[src/hdl/prx_consts.svh]
// constants for the peripheral register transfer executor
`ifndef PRX_CONSTS_SVH
`define PRX_CONSTS_SVH
// apb byte offsets
`define PRX_OFF_CMD      12'h000
`define PRX_OFF_ACC      12'h004
`define PRX_OFF_BREG     12'h008
`define PRX_OFF_STAT     12'h00c
`define PRX_OFF_MASK     12'h010
`define PRX_OFF_WAKE     12'h014
`define PRX_OFF_PULL     12'h018
`define PRX_OFF_SER      12'h01c
`define PRX_OFF_CLK      12'h020
`define PRX_OFF_ICTL     12'h024
// field positions
`define PRX_ICTL_SIE_BIT 3
`define PRX_ST_DONE_BIT  0
`define PRX_ST_SKIP_BIT  1
`define PRX_ST_EXEC_BIT  2
// reset values
`define PRX_RST_NIB      4'h0
`define PRX_RST_BYTE     8'h00
`endif

[src/hdl/prx_pkg.sv]
// types for the peripheral register transfer executor
package prx_pkg;
  typedef enum logic [4:0] {
    PRX_OP_NOP   = 5'h00,
    PRX_OP_TK1A  = 5'h01, PRX_OP_TAK1  = 5'h02,
    PRX_OP_TK2A  = 5'h03, PRX_OP_TAK2  = 5'h04,
    PRX_OP_TPU0A = 5'h05, PRX_OP_TAPU0 = 5'h06,
    PRX_OP_TPU1A = 5'h07, PRX_OP_TAPU1 = 5'h08,
    PRX_OP_TPU2A = 5'h09, PRX_OP_TAPU2 = 5'h0a,
    PRX_OP_TL1A  = 5'h0b, PRX_OP_TAL1  = 5'h0c,
    PRX_OP_SRDAB = 5'h0d, PRX_OP_SWRAB = 5'h0e,
    PRX_OP_SST   = 5'h0f, PRX_OP_SNZ   = 5'h10,
    PRX_OP_RDCFG = 5'h11, PRX_OP_WRCFG = 5'h12,
    PRX_OP_RCSEL = 5'h13, PRX_OP_WRSTP = 5'h14,
    PRX_OP_RDDIV = 5'h15, PRX_OP_WRDIV = 5'h16
  } prx_op_t;

  typedef struct packed {
    logic [3:0] acc;
    logic [3:0] breg;
    logic       carry;
    logic [3:0] wk1;
    logic [3:0] wk2;
    logic [3:0] pu0;
    logic [3:0] pu1;
    logic [3:0] pu2;
    logic [3:0] ewk;
    logic [7:0] sreg;
    logic [3:0] scfg;
    logic [3:0] div;
    logic [3:0] ictl;
    logic       ostop;
    logic       rcsel;
    logic       done;
    logic       sstart;
    logic       skip;
    logic [2:0] stat;
    logic [2:0] mask;
    logic       irq;
    logic       pready;
    logic [31:0] prdata;
    logic       pslverr;
  } prx_state_t;
endpackage

[src/hdl/prx_exec.sv]
// peripheral register transfer executor with apb command port
// Behaviour
// - write copies accumulator to wakeup_ctrl_one; read returns it to accumulator
// - write copies accumulator to wakeup_ctrl_two; read loads accumulator from it
// - write stores accumulator to resistor_ctl_zero; read returns it
// - write stores accumulator to resistor_ctl_one; read returns it
// - write stores accumulator to resistor_ctl_two; read returns it
// - write copies accumulator to edge_wakeup_ctl; read returns it
// - serial read: shift high nibble to second register, low to accumulator
// - serial write: high nibble from second register, low from accumulator
// - serial start clears serial_done_flag and launches a transfer
// - serial test skips and clears flag when enable bit zero and flag set
// - with serial_irq_enable_bit set, serial test is a no-operation
// - serial_config_reg moves to accumulator on read, from it on write
// - oscillator select switches main_system_clock source to internal rc
// - only accumulator bit zero is written into osc_stop_ctrl
// - clock_divider_reg moves to accumulator on read, from it on write
//
// Design decisions made here: the APB interface to the registers and the register addresses.
`timescale 1ns/1ps
`default_nettype none
`include "prx_consts.svh"

module prx_exec
  import prx_pkg::*;
(
  // clock, reset, enable
  input  wire logic        pclk,
  input  wire logic        presetn,
  input  wire logic        clk_en,
  // apb slave
  input  wire logic        psel,
  input  wire logic        penable,
  input  wire logic        pwrite,
  input  wire logic [11:0] paddr,
  input  wire logic [31:0] pwdata,
  output logic      [31:0] prdata,
  output logic             pready,
  output logic             pslverr,
  // serial unit
  input  wire logic        ser_done_in,
  input  wire logic [7:0]  ser_rx_data,
  input  wire logic        ser_rx_load,
  output logic             ser_start,
  output logic      [7:0]  ser_shift,
  // peripheral control outputs
  output logic      [3:0]  wakeup_ctrl_one,
  output logic      [3:0]  wakeup_ctrl_two,
  output logic      [3:0]  resistor_ctl_zero,
  output logic      [3:0]  resistor_ctl_one,
  output logic      [3:0]  resistor_ctl_two,
  output logic      [3:0]  edge_wakeup_ctl,
  output logic      [3:0]  serial_config_reg,
  output logic      [3:0]  clock_divider_reg,
  output logic             osc_stop_ctrl,
  output logic             rc_osc_select,
  output logic             skip_next,
  output logic             carry_flag,
  // interrupt
  output logic             irq
);

  prx_state_t q, d;

  // done input comes from the serial clock domain side: two flops, then a third for rise detect
  logic sync1_q, sync2_q, sync3_q;
  always_ff @(posedge pclk or negedge presetn) begin
    if (!presetn) begin
      sync1_q <= 1'b0;
      sync2_q <= 1'b0;
      sync3_q <= 1'b0;
    end else if (clk_en) begin
      sync1_q <= ser_done_in;
      sync2_q <= sync1_q;
      sync3_q <= sync2_q;
    end
  end

  function automatic logic [31:0] nib(input logic [3:0] v);
    nib = {28'h0000000, v};
  endfunction

  logic    wr_acc, rd_acc;
  prx_op_t op;
  logic    done_rise;
  assign wr_acc    = psel && penable && pwrite;
  assign rd_acc    = psel && penable && !pwrite;
  assign op        = prx_op_t'(pwdata[4:0]);
  assign done_rise = sync2_q && !sync3_q;

  // next-state logic: bus decode, instruction execution, flags
  always_comb begin
    logic exec;
    logic ev_done, ev_skip;
    d       = q;
    exec    = 1'b0;
    ev_done = 1'b0;
    ev_skip = 1'b0;
    d.sstart  = 1'b0;
    d.pready  = 1'b0;
    d.pslverr = 1'b0;
    // a pending skip drops exactly the next instruction word
    if (wr_acc && !q.pready && paddr == `PRX_OFF_CMD) begin
      if (q.skip) d.skip = 1'b0;
      else exec = 1'b1;
    end
    if (exec) begin
      case (op)
        PRX_OP_TK1A:  d.wk1 = q.acc;
        PRX_OP_TAK1:  d.acc = q.wk1;
        PRX_OP_TK2A:  d.wk2 = q.acc;
        PRX_OP_TAK2:  d.acc = q.wk2;
        PRX_OP_TPU0A: d.pu0 = q.acc;
        PRX_OP_TAPU0: d.acc = q.pu0;
        PRX_OP_TPU1A: d.pu1 = q.acc;
        PRX_OP_TAPU1: d.acc = q.pu1;
        PRX_OP_TPU2A: d.pu2 = q.acc;
        PRX_OP_TAPU2: d.acc = q.pu2;
        PRX_OP_TL1A:  d.ewk = q.acc;
        PRX_OP_TAL1:  d.acc = q.ewk;
        PRX_OP_SRDAB: begin
          d.breg = q.sreg[7:4];
          d.acc  = q.sreg[3:0];
        end
        PRX_OP_SWRAB: d.sreg = {q.breg, q.acc};
        PRX_OP_SST: begin
          d.done   = 1'b0;
          d.sstart = 1'b1;
        end
        PRX_OP_SNZ: begin
          if (!q.ictl[`PRX_ICTL_SIE_BIT] && q.done) begin
            d.done  = 1'b0;
            d.skip  = 1'b1;
            ev_skip = 1'b1;
          end
        end
        PRX_OP_RDCFG: d.acc   = q.scfg;
        PRX_OP_WRCFG: d.scfg  = q.acc;
        PRX_OP_RCSEL: d.rcsel = 1'b1;
        PRX_OP_WRSTP: d.ostop = q.acc[0];
        PRX_OP_RDDIV: d.acc   = q.div;
        PRX_OP_WRDIV: d.div   = q.acc;
        default: ;
      endcase
    end
    // serial unit delivers received byte and completion; set wins
    if (ser_rx_load) d.sreg = ser_rx_data;
    if (done_rise) begin
      d.done  = 1'b1;
      ev_done = 1'b1;
    end
    // register writes other than commands
    if (wr_acc && !q.pready) begin
      case (paddr)
        `PRX_OFF_ACC:  d.acc  = pwdata[3:0];
        `PRX_OFF_BREG: d.breg = pwdata[3:0];
        `PRX_OFF_ICTL: d.ictl = pwdata[3:0];
        `PRX_OFF_MASK: d.mask = pwdata[2:0];
        `PRX_OFF_STAT: d.stat = q.stat & ~pwdata[2:0];
        `PRX_OFF_CMD:  ;
        default:       d.pslverr = 1'b1;
      endcase
      d.pready = 1'b1;
    end
    // sticky events: set beats clear
    if (ev_done) d.stat[`PRX_ST_DONE_BIT] = 1'b1;
    if (ev_skip) d.stat[`PRX_ST_SKIP_BIT] = 1'b1;
    if (exec)    d.stat[`PRX_ST_EXEC_BIT] = 1'b1;
    // reads
    if (rd_acc && !q.pready) begin
      d.pready = 1'b1;
      case (paddr)
        `PRX_OFF_CMD:  d.prdata = {26'h0, q.rcsel, q.ostop, q.skip,
                                   q.done, q.carry, 1'b0};
        `PRX_OFF_ACC:  d.prdata = nib(q.acc);
        `PRX_OFF_BREG: d.prdata = nib(q.breg);
        `PRX_OFF_STAT: d.prdata = {29'h0, q.stat};
        `PRX_OFF_MASK: d.prdata = {29'h0, q.mask};
        `PRX_OFF_WAKE: d.prdata = {20'h0, q.ewk, q.wk2, q.wk1};
        `PRX_OFF_PULL: d.prdata = {20'h0, q.pu2, q.pu1, q.pu0};
        `PRX_OFF_SER:  d.prdata = {20'h0, q.scfg, q.sreg};
        `PRX_OFF_CLK:  d.prdata = {27'h0, q.ostop, q.div};
        `PRX_OFF_ICTL: d.prdata = nib(q.ictl);
        default: begin
          d.prdata  = 32'h00000000;
          d.pslverr = 1'b1;
        end
      endcase
    end
    d.irq = |(d.stat & d.mask);
  end

  // state register
  always_ff @(posedge pclk or negedge presetn) begin
    if (!presetn) begin
      q <= '0;
    end else if (clk_en) begin
      q <= d;
    end
  end

  // outputs straight from flops
  assign prdata            = q.prdata;
  assign pready            = q.pready;
  assign pslverr           = q.pslverr;
  assign ser_start         = q.sstart;
  assign ser_shift         = q.sreg;
  assign wakeup_ctrl_one   = q.wk1;
  assign wakeup_ctrl_two   = q.wk2;
  assign resistor_ctl_zero = q.pu0;
  assign resistor_ctl_one  = q.pu1;
  assign resistor_ctl_two  = q.pu2;
  assign edge_wakeup_ctl   = q.ewk;
  assign serial_config_reg = q.scfg;
  assign clock_divider_reg = q.div;
  assign osc_stop_ctrl     = q.ostop;
  assign rc_osc_select     = q.rcsel;
  assign skip_next         = q.skip;
  assign carry_flag        = q.carry;
  assign irq               = q.irq;

endmodule
`default_nettype wire

[config.mk]
export PLATFORM = sky130hd
export DESIGN_NAME = prx_exec
export DESIGN_NICKNAME = d
export VERILOG_FILES = /design/src/hdl/prx_pkg.sv /design/src/hdl/prx_exec.sv
export VERILOG_INCLUDE_DIRS = /design/src /design/src/hdl
export SDC_FILE = /design/constraint.sdc
export NUM_CORES = 1
export LEC_CHECK = 0
export BUFFER_PORTS_ARGS = -buffer_cell sky130_fd_sc_hd__buf_4
export CAP_MARGIN = 10
export CORE_UTILIZATION = 45
export DETAILED_ROUTE_END_ITERATION = 12
export PLACE_DENSITY = 0.71
export SYNTH_ARGS = -nofsm -noshare
export SYNTH_HDL_FRONTEND = slang
export SYNTH_SLANG_ARGS = --single-unit
[constraint.sdc]
create_clock -name pclk -period 2.3 [get_ports pclk]
set_input_delay 0.115 -clock pclk [delete_from_list [all_inputs] [get_ports pclk]]
set_output_delay 0.115 -clock pclk [all_outputs]
set_load 0.05 [all_outputs]
# == After elaboration in Yosys (flattened, before gate mapping) ==
# Cells that the tools add are included.
# op_classes
eq_ne,32
muxes,37
n_bitwise,3
n_reduce_logical,34
# op_table
op,count
one-hot mux 12 bit (10 select lines),1
"== test 12 x 5 -> 1 bit, second input constant",4
"== test 5 x 4 -> 1 bit, second input constant",8
one-hot mux 4 bit (9 select lines),1
AND reduction 3 bit,12
"== test 5 bit, second input constant",7
two-way mux 34 bit,1
two-way mux 8 bit,4
"== test 12 x 4 -> 1 bit, second input constant",2
"== test 12 x 6 -> 1 bit, second input constant",2
"== test 5 x 3 -> 1 bit, second input constant",4
two-way mux 4 bit,5
two-way mux 1 bit,19
two-way mux 16 bit,1
"== test 12 x 3 -> 1 bit, second input constant",1
zero test 12 bit,1
"== test 5 x 2 -> 1 bit, second input constant",2
OR reduction 10 bit,1
two-way mux 3 bit,3
logical AND 1 bit,8
bitwise AND 3 bit,2
two-way mux 6 bit,1
nonzero test 2 bit,3
OR reduction 6 bit,1
9 further kinds,12
# word_totals
ff_bits,101
input_bits,60
out_inout_bits,80
word_cells,132

# == Longest topological paths before layout ==
# Gate-level depths: netlist of the first run.
# logic_depth
ltp_word,9
depth_mapped,8
mapped_depth_nobuf,6

# == Least setup slack after synthesis of the first run ==
# Ideal clock, no wire load.
# synth_timing
path_kind,reg-to-reg
from,register q (netlist bit pready)
to,register q (netlist bit resistor_ctl_one[0])
setup_time_ps,128
arrival_time_ps,2342
t_required_ps,2172
setup_slack_ps,-169
stages_incl_launch_ff,8
n_path_buf,1
synth_period_minus_slack_ps,2469
cell_sequence,dfrtp_1 -> nand4b_1 -> or2_2 -> clkbuf_1 -> nor3_4 -> and3_1 -> nand2_1 -> mux2_1
# synth_via
elab_chain_cells,5
# synth_lines
item,line,text
from (decl),prx_exec.sv:63,"prx_state_t q, d;"
from (signal assigned),prx_exec.sv:196,q <= '0;
from (signal assigned),prx_exec.sv:198,q <= d;
zero test 1 bit,prx_exec.sv:103,if (wr_acc && !q.pready && paddr == `PRX_OFF_CMD) begin
logical AND 1 bit,prx_exec.sv:103,
logical AND 1 bit (no line),n/a,
two-way mux 1 bit,prx_exec.sv:103,
AND reduction 3 bit (no line),n/a,
# Every way passes these cells.
# A chain may end at the register's enable or synchronous reset.

# == Worst setup path after layout of the first run ==
# layout_timing
from,register q (netlist bit pready)
to,register q (netlist bit wakeup_ctrl_one[2])
# The elaborated chain is that of the path after synthesis.

==> results of run 1 <==
-- worst reg2reg max path, delay by kind of cell, from the launching register on --
kind	cells	cell delay, ns
buffers and inverters	1	0.19
DFF	1	0.42
muxes	1	0.36
and+or+nand+nor	4	1.11
-- metrics by stage --
step	utilization (%)	setup WS [ns]	cell area, um^2	power [W]	hold WS [ns]
after floorplan	-	0.02690	5097	0.001856	-0.1806
after global placement	51.70	-0.09535	5604	0.001993	0.1278
after detailed placement	51.70	-0.1055	5604	0.001997	0.1399
after CTS	53.57	0.1081	5807	0.002966	0.0001881
after global routing	53.57	0.04316	5807	0.003079	0.01777
final	53.57	0.1082	5807	0.002948	0.01129
-- synth_stat cells (4+ instances only) --
cell type  instances  area share [%]
nand3b_1          15             2.2
inv_1              7            0.52
mux2i_1           18             3.6
nor2_1            45             3.4
o21ai_1           11             1.1
buf_4             73              11
a222oi_1           8             1.6
a21oi_1           10             1.0
nor2b_1            5            0.62
dfrtp_1           81              40
a31oi_1           16             2.0
nor4_1             7            0.87
mux2_1            20             4.5
nor3_1            10             1.0
o21ai_0           12             1.2
and3_1             6            0.75
clkbuf_1          25             1.9
nand3_1            6            0.60
nand2_1           52             3.9
nand4_1            6            0.75
mux2_2            24             5.4
o221a_2            4            0.90
o22ai_1            7            0.87
-- cell usage in the layout (no fill, tap or decap), types with 3 or more instances in the layout --
| cell | n |
|---|---|
| mux2_1 | 20 |
| nor2b_1 | 5 |
| nand2_1 | 52 |
| a221oi_1 | 3 |
| nor3_1 | 10 |
| a222oi_1 | 8 |
| a21o_1 | 3 |
| buf_4 | 126 |
| nand3_1 | 6 |
| o21ai_1 | 11 |
| nor4_1 | 7 |
| o221a_2 | 4 |
| nand3b_1 | 15 |
| or3_1 | 3 |
| and3_1 | 5 |
| conb_1 | 21 |
| dfrtp_1 | 79 |
| nand4_1 | 6 |
| nor2_1 | 45 |
| a21oi_1 | 10 |
| nand2b_1 | 3 |
| nor3b_1 | 3 |
| inv_1 | 7 |
| o22ai_1 | 7 |
| clkbuf_8 | 11 |
| mux2_2 | 24 |
| mux2i_1 | 18 |
| a31oi_1 | 16 |
| o21ai_0 | 12 |
-- kinds of logic after synthesis --
family | synth area share (%)
buffers and inverters | 13.57
and+or+nand+nor | 18.59
AOI/OAI and AO/OA | 13.87
DFF | 40.42
other | 0.07478
muxes | 13.47
-- cell type report --
| type | count | area share (%) |
|---|---|---|
| multi-input cells | 361 | 41.11 |
| flip-flops and latches | 81 | 34.95 |
| repair buffers | 130 | 17.32 |
| well taps | 140 | 3.017 |
| clock buffers | 13 | 2.736 |
| inverters | 7 | 0.4525 |
| clock inverters | 3 | 0.4094 |
-- layer usage --
layer | up-vias | share of wire [%]
met4 | 0 | 1.5
met3 | 23 | 7.6
met5 | - | 0
met2 | 236 | 45
met1 | 2141 | 46
li1 | 1957 | -
-- power by group through the flow --
| stage | combinational (W) | clock [W] | sequential (W) |
|---|---|---|---|
| 2_1_floorplan | 0.000338 | 0 | 0.00152 |
| 3_3_place_gp | 0.000469 | 0 | 0.00152 |
| 3_5_place_dp | 0.000473 | 0 | 0.00152 |
| 4_1_cts | 0.000477 | 0.000993 | 0.00150 |
| 5_1_grt | 0.000513 | 0.00107 | 0.00150 |
| 6_report | 0.000479 | 0.000971 | 0.00150 |
-- worst paths after layout --
kind / slack (ns) / from / end
max: 0.11 / pready / wakeup_ctrl_one[2]
min: 0.01 / ser_rx_data[6] / ser_shift[6]
max reg2reg: 0.11 / pready / wakeup_ctrl_one[2]
min reg2reg: 0.49 / prdata[4] / prdata[4]
max in group asynchronous: 1.40 / presetn / skip_next
min in group asynchronous: 0.29 / presetn / pslverr
==> summary.txt, run 1 <==
Critical path
  – Slowest CP cell: dfrtp_2
  – Critical Path RT: 2.55 ns
  – Crit-path cells: nand4b_1, or2_2, nor4_2, buf_4, nand2_1, mux2_1
  – Crit-path max cell delay: 0.42 ns
  – Top delay family on crit path: simple AND/OR/NAND/NOR gates
  – Worst setup EP type: register
  – Worst r2r path cells: 6
  – CP Max Fanout: 7
  – Crit path DAT: 2.44 ns
  – Crit Path Category: register to register
  – WP buf/inv: 1
  – Startpoint types: register
  – Critical path depth in cells: 6

CTS
  – TritonCTS buffer count: 9
  – Depth of the CTS H-tree: 3
  – Post-CTS Setup Bufs: 0
  – Root Buffer Master: clkbuf_8
  – CTS Sinks: 81
  – CTS clk-pin slew, worst paths: 0.08 ns
  – Post-CTS Resized: 0
  – Hold_buf cts: 2
  – Clock Tree Buf Depth: 2
  – Worst skew pair latency: 0.36 ns
  – CTS tree: built

Pwr
  – Sw Pwr: 0.0008935 W
  – LEAKAGE: 2.743 nW
  – Sw frac: 30.31%
  – Max IR drop VDD: 311.8 uV
  – Internal power: 0.002054 W
  – Power density over the cells: 507.6 nW/um^2
  – Comb pwr share: 16.2%
  – Seq pwr share: 50.8%
  – Clock power share: 33.0%

Timing
  – Tmin final: 2.192 ns
  – Post-route clock period utilization: 95.29%
  – Relative max-transition margin: 54.41%
  – Setup violators final: 0
  – Final max-slew violation count: 0
  – RSZ-0062 raised after global routing: no
  – Setup TNS: 0 ns
  – Final Hold Fails: 0
  – Clock skew: 0.01000 ns
  – Max Freq: 456.3 MHz
  – Tightest Pin Transition: 0.6838 ns

Detailed routing
  – Vias per inst: 5.928
  – Drt initial violations: 533
  – Detail Route Antenna Nets: 0
  – Via count: 4,357
  – Per-cell routed wire length: 20.61 um
  – WL final: 15.15 mm
  – Drt pass-1 iters: 5
  – Residual DRC count: 0

Min path
  – Hold path cells: 3
  – HP Class: primary input to register

Global routing
  – First-pass GRT wire length: 23.95 mm
  – Pin count of the biggest net entering global routing: 42
  – Met2 GRT Util: 41.62%
  – GRT Overall Usage: 27.77%
  – GRT overflow: 0
  – Vias in the first global route: 4,139
  – Initial antenna violation count: 0
  – Met3 usage: 4.661%
  – GR peak layer: met2
  – Met1 usage: 41.28%

Synth
  – Synth warn: 0
  – Netlist cell types: 61
  – Post-synthesis async set-or-reset flop share: 100.0%
  – Seq/Total Area, Yosys: 40.42%
  – Syn Area/Cell: 9.462 um^2
  – Top FF cell, synth: dfrtp_1
  – Post-Synthesis Cells: 530
  – Post-synth EDFFs: 0
  – Netlist Area Pre-Place: 5015 um^2
  – FF+latch count, synth: 81

Cells and area
  – Largest register FFs: 19
  – Layout Area Growth over Synthesis: 15.79%
  – Cell Count, Final, Fillers Out: 735
  – Nets@finish: 650
  – Top reg by flops: q
  – Fill cells: 1,043
  – Layout cell share with drive strength beyond 1: 30.25%
  – Multi-input logic area: 2387 um^2
  – Diodes inserted: 0
  – Storage cell area: 2029 um^2

Floorplan
  – Initial Utilization: 46.26%
  – Overall die area: 11,570 um^2
  – CORE AREA: 10,840 um^2
  – Die Wd: 107.6 um
  – I/O Pins: 140
  – Die Y: 107.6 um
  – Row cnt: 38

Outcome
  – Status: finished, final reports clean

Placed design
  – Global placement routability congestion: 0.9540
  – Placed cells: 717
  – Port Buffers: 91
  – DP HPWL: 11.30 mm

Run
  – Max Cap Viol: 0
Note: power is estimated with default switching activity, not from simulation.
==> inputs of run 2 (changes only) <==
--- a/config.mk
+++ b/config.mk
@@ -10,7 +10,8 @@
 export CAP_MARGIN = 10
 export CORE_UTILIZATION = 45
 export DETAILED_ROUTE_END_ITERATION = 12
-export PLACE_DENSITY = 0.71
+export GPL_ROUTABILITY_DRIVEN = 1
+export PLACE_DENSITY = 0.73
 export SYNTH_ARGS = -nofsm -noshare
 export SYNTH_HDL_FRONTEND = slang
 export SYNTH_SLANG_ARGS = --single-unit
==> summary.txt, run 2 (synthesis results as in run 1) <==
Outcome
  – Status: finished, final reports clean

Detailed routing
  – WL final: 15.12 mm
  – Residual DRC count: 0
  – Drt pass-1 iters: 6
  – Drt initial violations: 412
  – Per-cell routed wire length: 20.63 um
  – Via count: 4,341
  – Detail Route Antenna Nets: 0
  – Vias per inst: 5.922

Cells and area
  – Nets@finish: 648
  – Final Util: 53.55%
  – Layout Area Growth over Synthesis: 15.77%
  – Largest register FFs: 19
  – Highest-count cells in the layout ignoring fill and taps: buf_4, dfrtp_1, nand2_1
  – Most common cell after layout, fill and taps aside: buf_4
  – Cell Count, Final, Fillers Out: 733
  – Layout cell share with drive strength beyond 1: 30.02%
  – Top reg by flops: q
  – Final Cell Area: 5806 um^2
  – Diodes inserted: 0

Global routing
  – Initial antenna violation count: 0
  – GRT overflow: 0
  – Vias in the first global route: 4,269
  – First-pass GRT wire length: 23.89 mm
  – Pin count of the biggest net entering global routing: 44
  – GRT Overall Usage: 27.79%

Critical path
  – R2R Path Start: pready
  – Crit Path Category: register to register
  – Crit path DAT: 2.39 ns
  – Critical Path RT: 2.54 ns
  – Worst setup EP type: register
  – Worst r2r path cells: 6
  – Reg2reg end: wakeup_ctrl_one[2]
  – CP Max Fanout: 7
  – Register-to-register setup slack: 0.15 ns
  – Startpoint types: register

Placed design
  – Placement Setup Slack: -0.06087 ns
  – Global placement routability congestion: 0.9131
  – Placed cells: 715
  – Placed Area: 5589 um^2
  – Port Buffers: 91
  – DP HPWL: 11.33 mm

CTS
  – Depth of the CTS H-tree: 3
  – CTS clk-pin slew, worst paths: 0.08 ns
  – Hold_buf cts: 2
  – TritonCTS buffer count: 9
  – CTS tree: built
  – Post-CTS Resized: 0
  – Root Buffer Master: clkbuf_8
  – Worst skew pair latency: 0.36 ns
  – Clock Tree Buf Depth: 2
  – CTS Sinks: 81
  – Post-CTS Setup Bufs: 0

Min path
  – HP Class: primary input to register
  – Hold path cells: 3
  – Min-delay src: ser_rx_data[3]
  – Hold Path End: ser_shift[3]

Floorplan
  – Row cnt: 38
  – Die Y: 107.6 um
  – Overall die area: 11,570 um^2
  – CORE AREA: 10,840 um^2
  – I/O Pins: 140
  – Die Wd: 107.6 um
  – Initial Utilization: 46.26%

Pwr
  – Power density over the cells: 523.8 nW/um^2
  – LEAKAGE: 2.743 nW
  – Max IR drop VDD: 309.4 uV

Run
  – Max Cap Viol: 0

Timing
  – RSZ-0062 raised after global routing: no
  – Tmin final: 2.149 ns
  – Max Freq: 465.4 MHz
  – Post-route clock period utilization: 93.42%
  – Clock skew: 0.009055 ns
  – Relative max-transition margin: 53.08%
  – Final Hold Fails: 0
  – Fin worst setup slack: 0.1514 ns
  – Setup violators final: 0
  – Final max-slew violation count: 0
  – Tightest Pin Transition: 0.7037 ns
-- run 2: changes by cell type in the layout (fill, tap and decap cells not counted) --
cell,before,now
clkinvlp_4,2,1
clkinv_2,0,1
bufinv_16,0,1
buf_4,126,124
clkbuf_8,11,10
-- run 2: worst max path at each step --
stage / from / to / cells past startpoint
after floorplan: pready / resistor_ctl_one[0] / 7
final: pready / wakeup_ctrl_one[2] / 6
after CTS: pready / wakeup_ctrl_one[2] / 6
after global placement: paddr[5] / resistor_ctl_one[0] / 7
after detailed placement: paddr[5] / resistor_ctl_one[0] / 7
after global routing: pready / resistor_ctl_zero[2] / 6
-- run 2: where the power goes --
group	internal [W]	total [W]	switching [W]	leakage, nW
Combinational	0.000143	0.000477	0.000334	1.56
Sequential	0.00145	0.00150	0.0000417	1.08
Clock	0.000535	0.00107	0.000533	0.0970
-- run 2: area by class of cell --
type | instances | area [um^2]
Clock inverter | 4 | 51.30
Clock buffer | 12 | 145.1
Inverter | 7 | 26.28
Fill cell | 1025 | 5035
Tap cell | 140 | 175.2
Multi-Input combinational cell | 361 | 2387
Timing Repair Buffer | 128 | 991.0
Sequential cell | 81 | 2029
-- run 2: routing by layer --
layer / global-route usage, % / up-vias / part of all wire (%)
met5: 0 / - / 0
met4: 9.687 / 0 / 1.8
met3: 5.811 / 23 / 8.2
met2: 41.94 / 235 / 44
met1: 39.36 / 2133 / 46
li1: - / 1950 / -
-- run 2: metrics by stage --
step	setup TNS (ns)	total power, W	hold WS, ns
global route	0	0.003159	0.007946
global placement	-0.4544	0.001989	0.1305
detailed placement	-0.8156	0.001997	0.1506
CTS	0	0.003063	0.008679
finish	0	0.003041	0.02161
floorplan	0	0.001856	-0.1806
-- run 2: critical path: stages, from the launching register on --
cell and delay, ns:
dfrtp_2 0.43, nand4b_1 0.20, or2_2 0.41, nor4_2 0.29, buf_4 0.18, nand2_1 0.16, mux2_1 0.37
==> inputs of run 3 (changes only) <==
--- a/config.mk
+++ b/config.mk
@@ -9,6 +9,7 @@
 export BUFFER_PORTS_ARGS = -buffer_cell sky130_fd_sc_hd__buf_4
 export CAP_MARGIN = 10
 export CORE_UTILIZATION = 45
+export CTS_CLUSTER_DIAMETER = 40
 export DETAILED_ROUTE_END_ITERATION = 12
 export GPL_ROUTABILITY_DRIVEN = 1
 export PLACE_DENSITY = 0.73
==> constraint.sdc (replaced) <==
create_clock -name pclk -period 2.3 [get_ports pclk]
set_input_delay 0.23 -clock pclk [delete_from_list [all_inputs] [get_ports pclk]]
set_output_delay 0.23 -clock pclk [all_outputs]
set_load 0.05 [all_outputs]
==> summary.txt, run 3 (synthesis results as in run 1) <==
Outcome
  – Status: finished, final reports clean

Pwr
  – LEAKAGE: 2.779 nW
  – Seq pwr share: 49.7%
  – Internal power: 0.002102 W
  – Final Power: 0.003016 W
  – Power density over the cells: 515.6 nW/um^2
  – Sw frac: 30.30%
  – Max IR drop VDD: 329.1 uV
  – Comb pwr share: 16.0%
  – Sw Pwr: 0.0009139 W
  – Clock power share: 34.4%

Min path
  – Min-delay src: ser_done_in
  – Hold Path End: sync1_q
  – HP Class: primary input to register
  – Hold path cells: 2

Cells and area
  – Nets@finish: 657
  – Top reg by flops: q
  – Layout cell share with drive strength beyond 1: 31.11%
  – Most common cell after layout, fill and taps aside: buf_4
  – Layout Area Growth over Synthesis: 16.64%
  – Highest-count cells in the layout ignoring fill and taps: buf_4, dfrtp_1, nand2_1
  – Diodes inserted: 0
  – Largest register FFs: 19

Critical path
  – Reg2reg end: wakeup_ctrl_one[0]
  – Top delay family on crit path: simple AND/OR/NAND/NOR gates
  – Crit-path cells: nand4b_1, or2_2, nor4_2, buf_4, nand2_1, mux2_1
  – Crit Path Category: register to register
  – Worst r2r path cells: 6
  – R2R Path Start: pready
  – Slowest CP cell: dfrtp_2
  – Worst setup EP type: register
  – Register-to-register setup slack: 0.10 ns
  – Critical Path RT: 2.54 ns
  – WP buf/inv: 1
  – Crit path DAT: 2.44 ns
  – Crit-path max cell delay: 0.43 ns
  – CP Max Fanout: 7
  – Startpoint types: register

Detailed routing
  – Via count: 4,395
  – Residual DRC count: 0
  – Drt pass-1 iters: 5
  – WL final: 15.05 mm
  – Per-cell routed wire length: 20.31 um
  – Detail Route Antenna Nets: 0
  – Vias per inst: 5.931
  – Drt initial violations: 406

Timing
  – Relative max-transition margin: 47.55%
  – Post-route clock period utilization: 95.46%
  – Clock skew: 0.008096 ns
  – Max Freq: 455.5 MHz
  – Tmin final: 2.196 ns
  – Setup violators final: 0
  – RSZ-0062 raised after global routing: no
  – Final max-slew violation count: 0
  – Setup TNS: 0 ns
  – Tightest Pin Transition: 0.7867 ns
  – Final Hold Fails: 0

CTS
  – Root Buffer Master: clkbuf_8
  – CTS Sinks: 81
  – Post-CTS Setup Bufs: 0
  – TritonCTS buffer count: 9
  – Worst skew pair latency: 0.36 ns
  – Post-CTS Resized: 0
  – Clock Tree Buf Depth: 2
  – CTS tree: built
  – Depth of the CTS H-tree: 3
  – CTS clk-pin slew, worst paths: 0.08 ns

Run
  – Max Cap Viol: 0

Floorplan
  – CORE AREA: 10,840 um^2
  – Die Y: 107.6 um
  – Row cnt: 38
  – Initial Utilization: 46.26%
  – Die Wd: 107.6 um
  – I/O Pins: 140
  – Overall die area: 11,570 um^2

Placed design
  – DP HPWL: 11.29 mm
  – Port Buffers: 91
  – Global placement routability congestion: 0.9172

Global routing
  – Initial antenna violation count: 0
  – First-pass GRT wire length: 23.65 mm
  – GRT Overall Usage: 27.32%
  – Vias in the first global route: 4,264
  – Pin count of the biggest net entering global routing: 58
  – GRT overflow: 0
==> run 3: worst max path at each step <==
stage	start	to	cells past startpoint
2_1_floorplan	paddr[5]	wakeup_ctrl_two[0]	6
3_3_place_gp	paddr[9]	wakeup_ctrl_one[2]	7
3_5_place_dp	paddr[5]	wakeup_ctrl_two[0]	7
4_1_cts	pready	wakeup_ctrl_one[0]	6
5_1_grt	pready	wakeup_ctrl_one[0]	6
6_report	pready	wakeup_ctrl_one[0]	6
==> run 3: cell type report <==
cell class                 count  area, um^2
tap                          140       175.2
multi-input combinational    361        2390
sequential                    81        2028
fill                        1014        4991
clock buffer                  11       131.4
inverter                       7       26.28
clock inverter                 4       55.05
timing repair buffer         137        1044
==> run 3: worst register-to-register path: stages (launching register included) <==
cell      delay [ns]
dfrtp_2         0.43
nand4b_1        0.20
or2_2           0.41
nor4_2          0.30
buf_4           0.18
nand2_1         0.18
mux2_1          0.37
==> run 3: timing repair <==
| item | in CTS | in global routing |
|---|---|---|
| endpoints found under the setup margin | 0 | 0 |
| hold buffers | 1 | 0 |
| endpoints found under the hold margin | 55 | 0 |
==> run 3: power by group through the flow <==
| stage | registers (W) | clock network [W] | logic [W] |
|---|---|---|---|
| 3_3_place_gp | 0.00152 | 0 | 0.000473 |
| 3_5_place_dp | 0.00152 | 0 | 0.000479 |
| 4_1_cts | 0.00150 | 0.00105 | 0.000481 |
| 5_1_grt | 0.00150 | 0.00111 | 0.000516 |
| 2_1_floorplan | 0.00152 | 0 | 0.000338 |
| 6_report | 0.00150 | 0.00104 | 0.000482 |
==> run 3: routing by layer <==
layer	up-vias	track usage, %	part of all wire [%]
li1	1969	-	-
met2	257	40.61	45
met1	2139	39.33	43
met5	-	0	0
met4	0	9.198	2.1
met3	30	5.690	9.8
==> run 3: metrics by stage <==
stage / cell area, um^2 / worst slack (ns) / hold slack (ns) / utilization [%] / instances
after floorplan: 5099 / 0.004351 / -0.06559 / - / 550
after global placement: 5653 / -0.1262 / 0.3228 / 52.15 / 725
after detailed placement: 5653 / -0.1576 / 0.3374 / 52.15 / 725
after CTS: 5849 / 0.1172 / 0.1016 / 53.96 / 741
after global routing: 5849 / 0.03443 / 0.1134 / 53.96 / 741
final: 5849 / 0.1045 / 0.1148 / 53.96 / 741
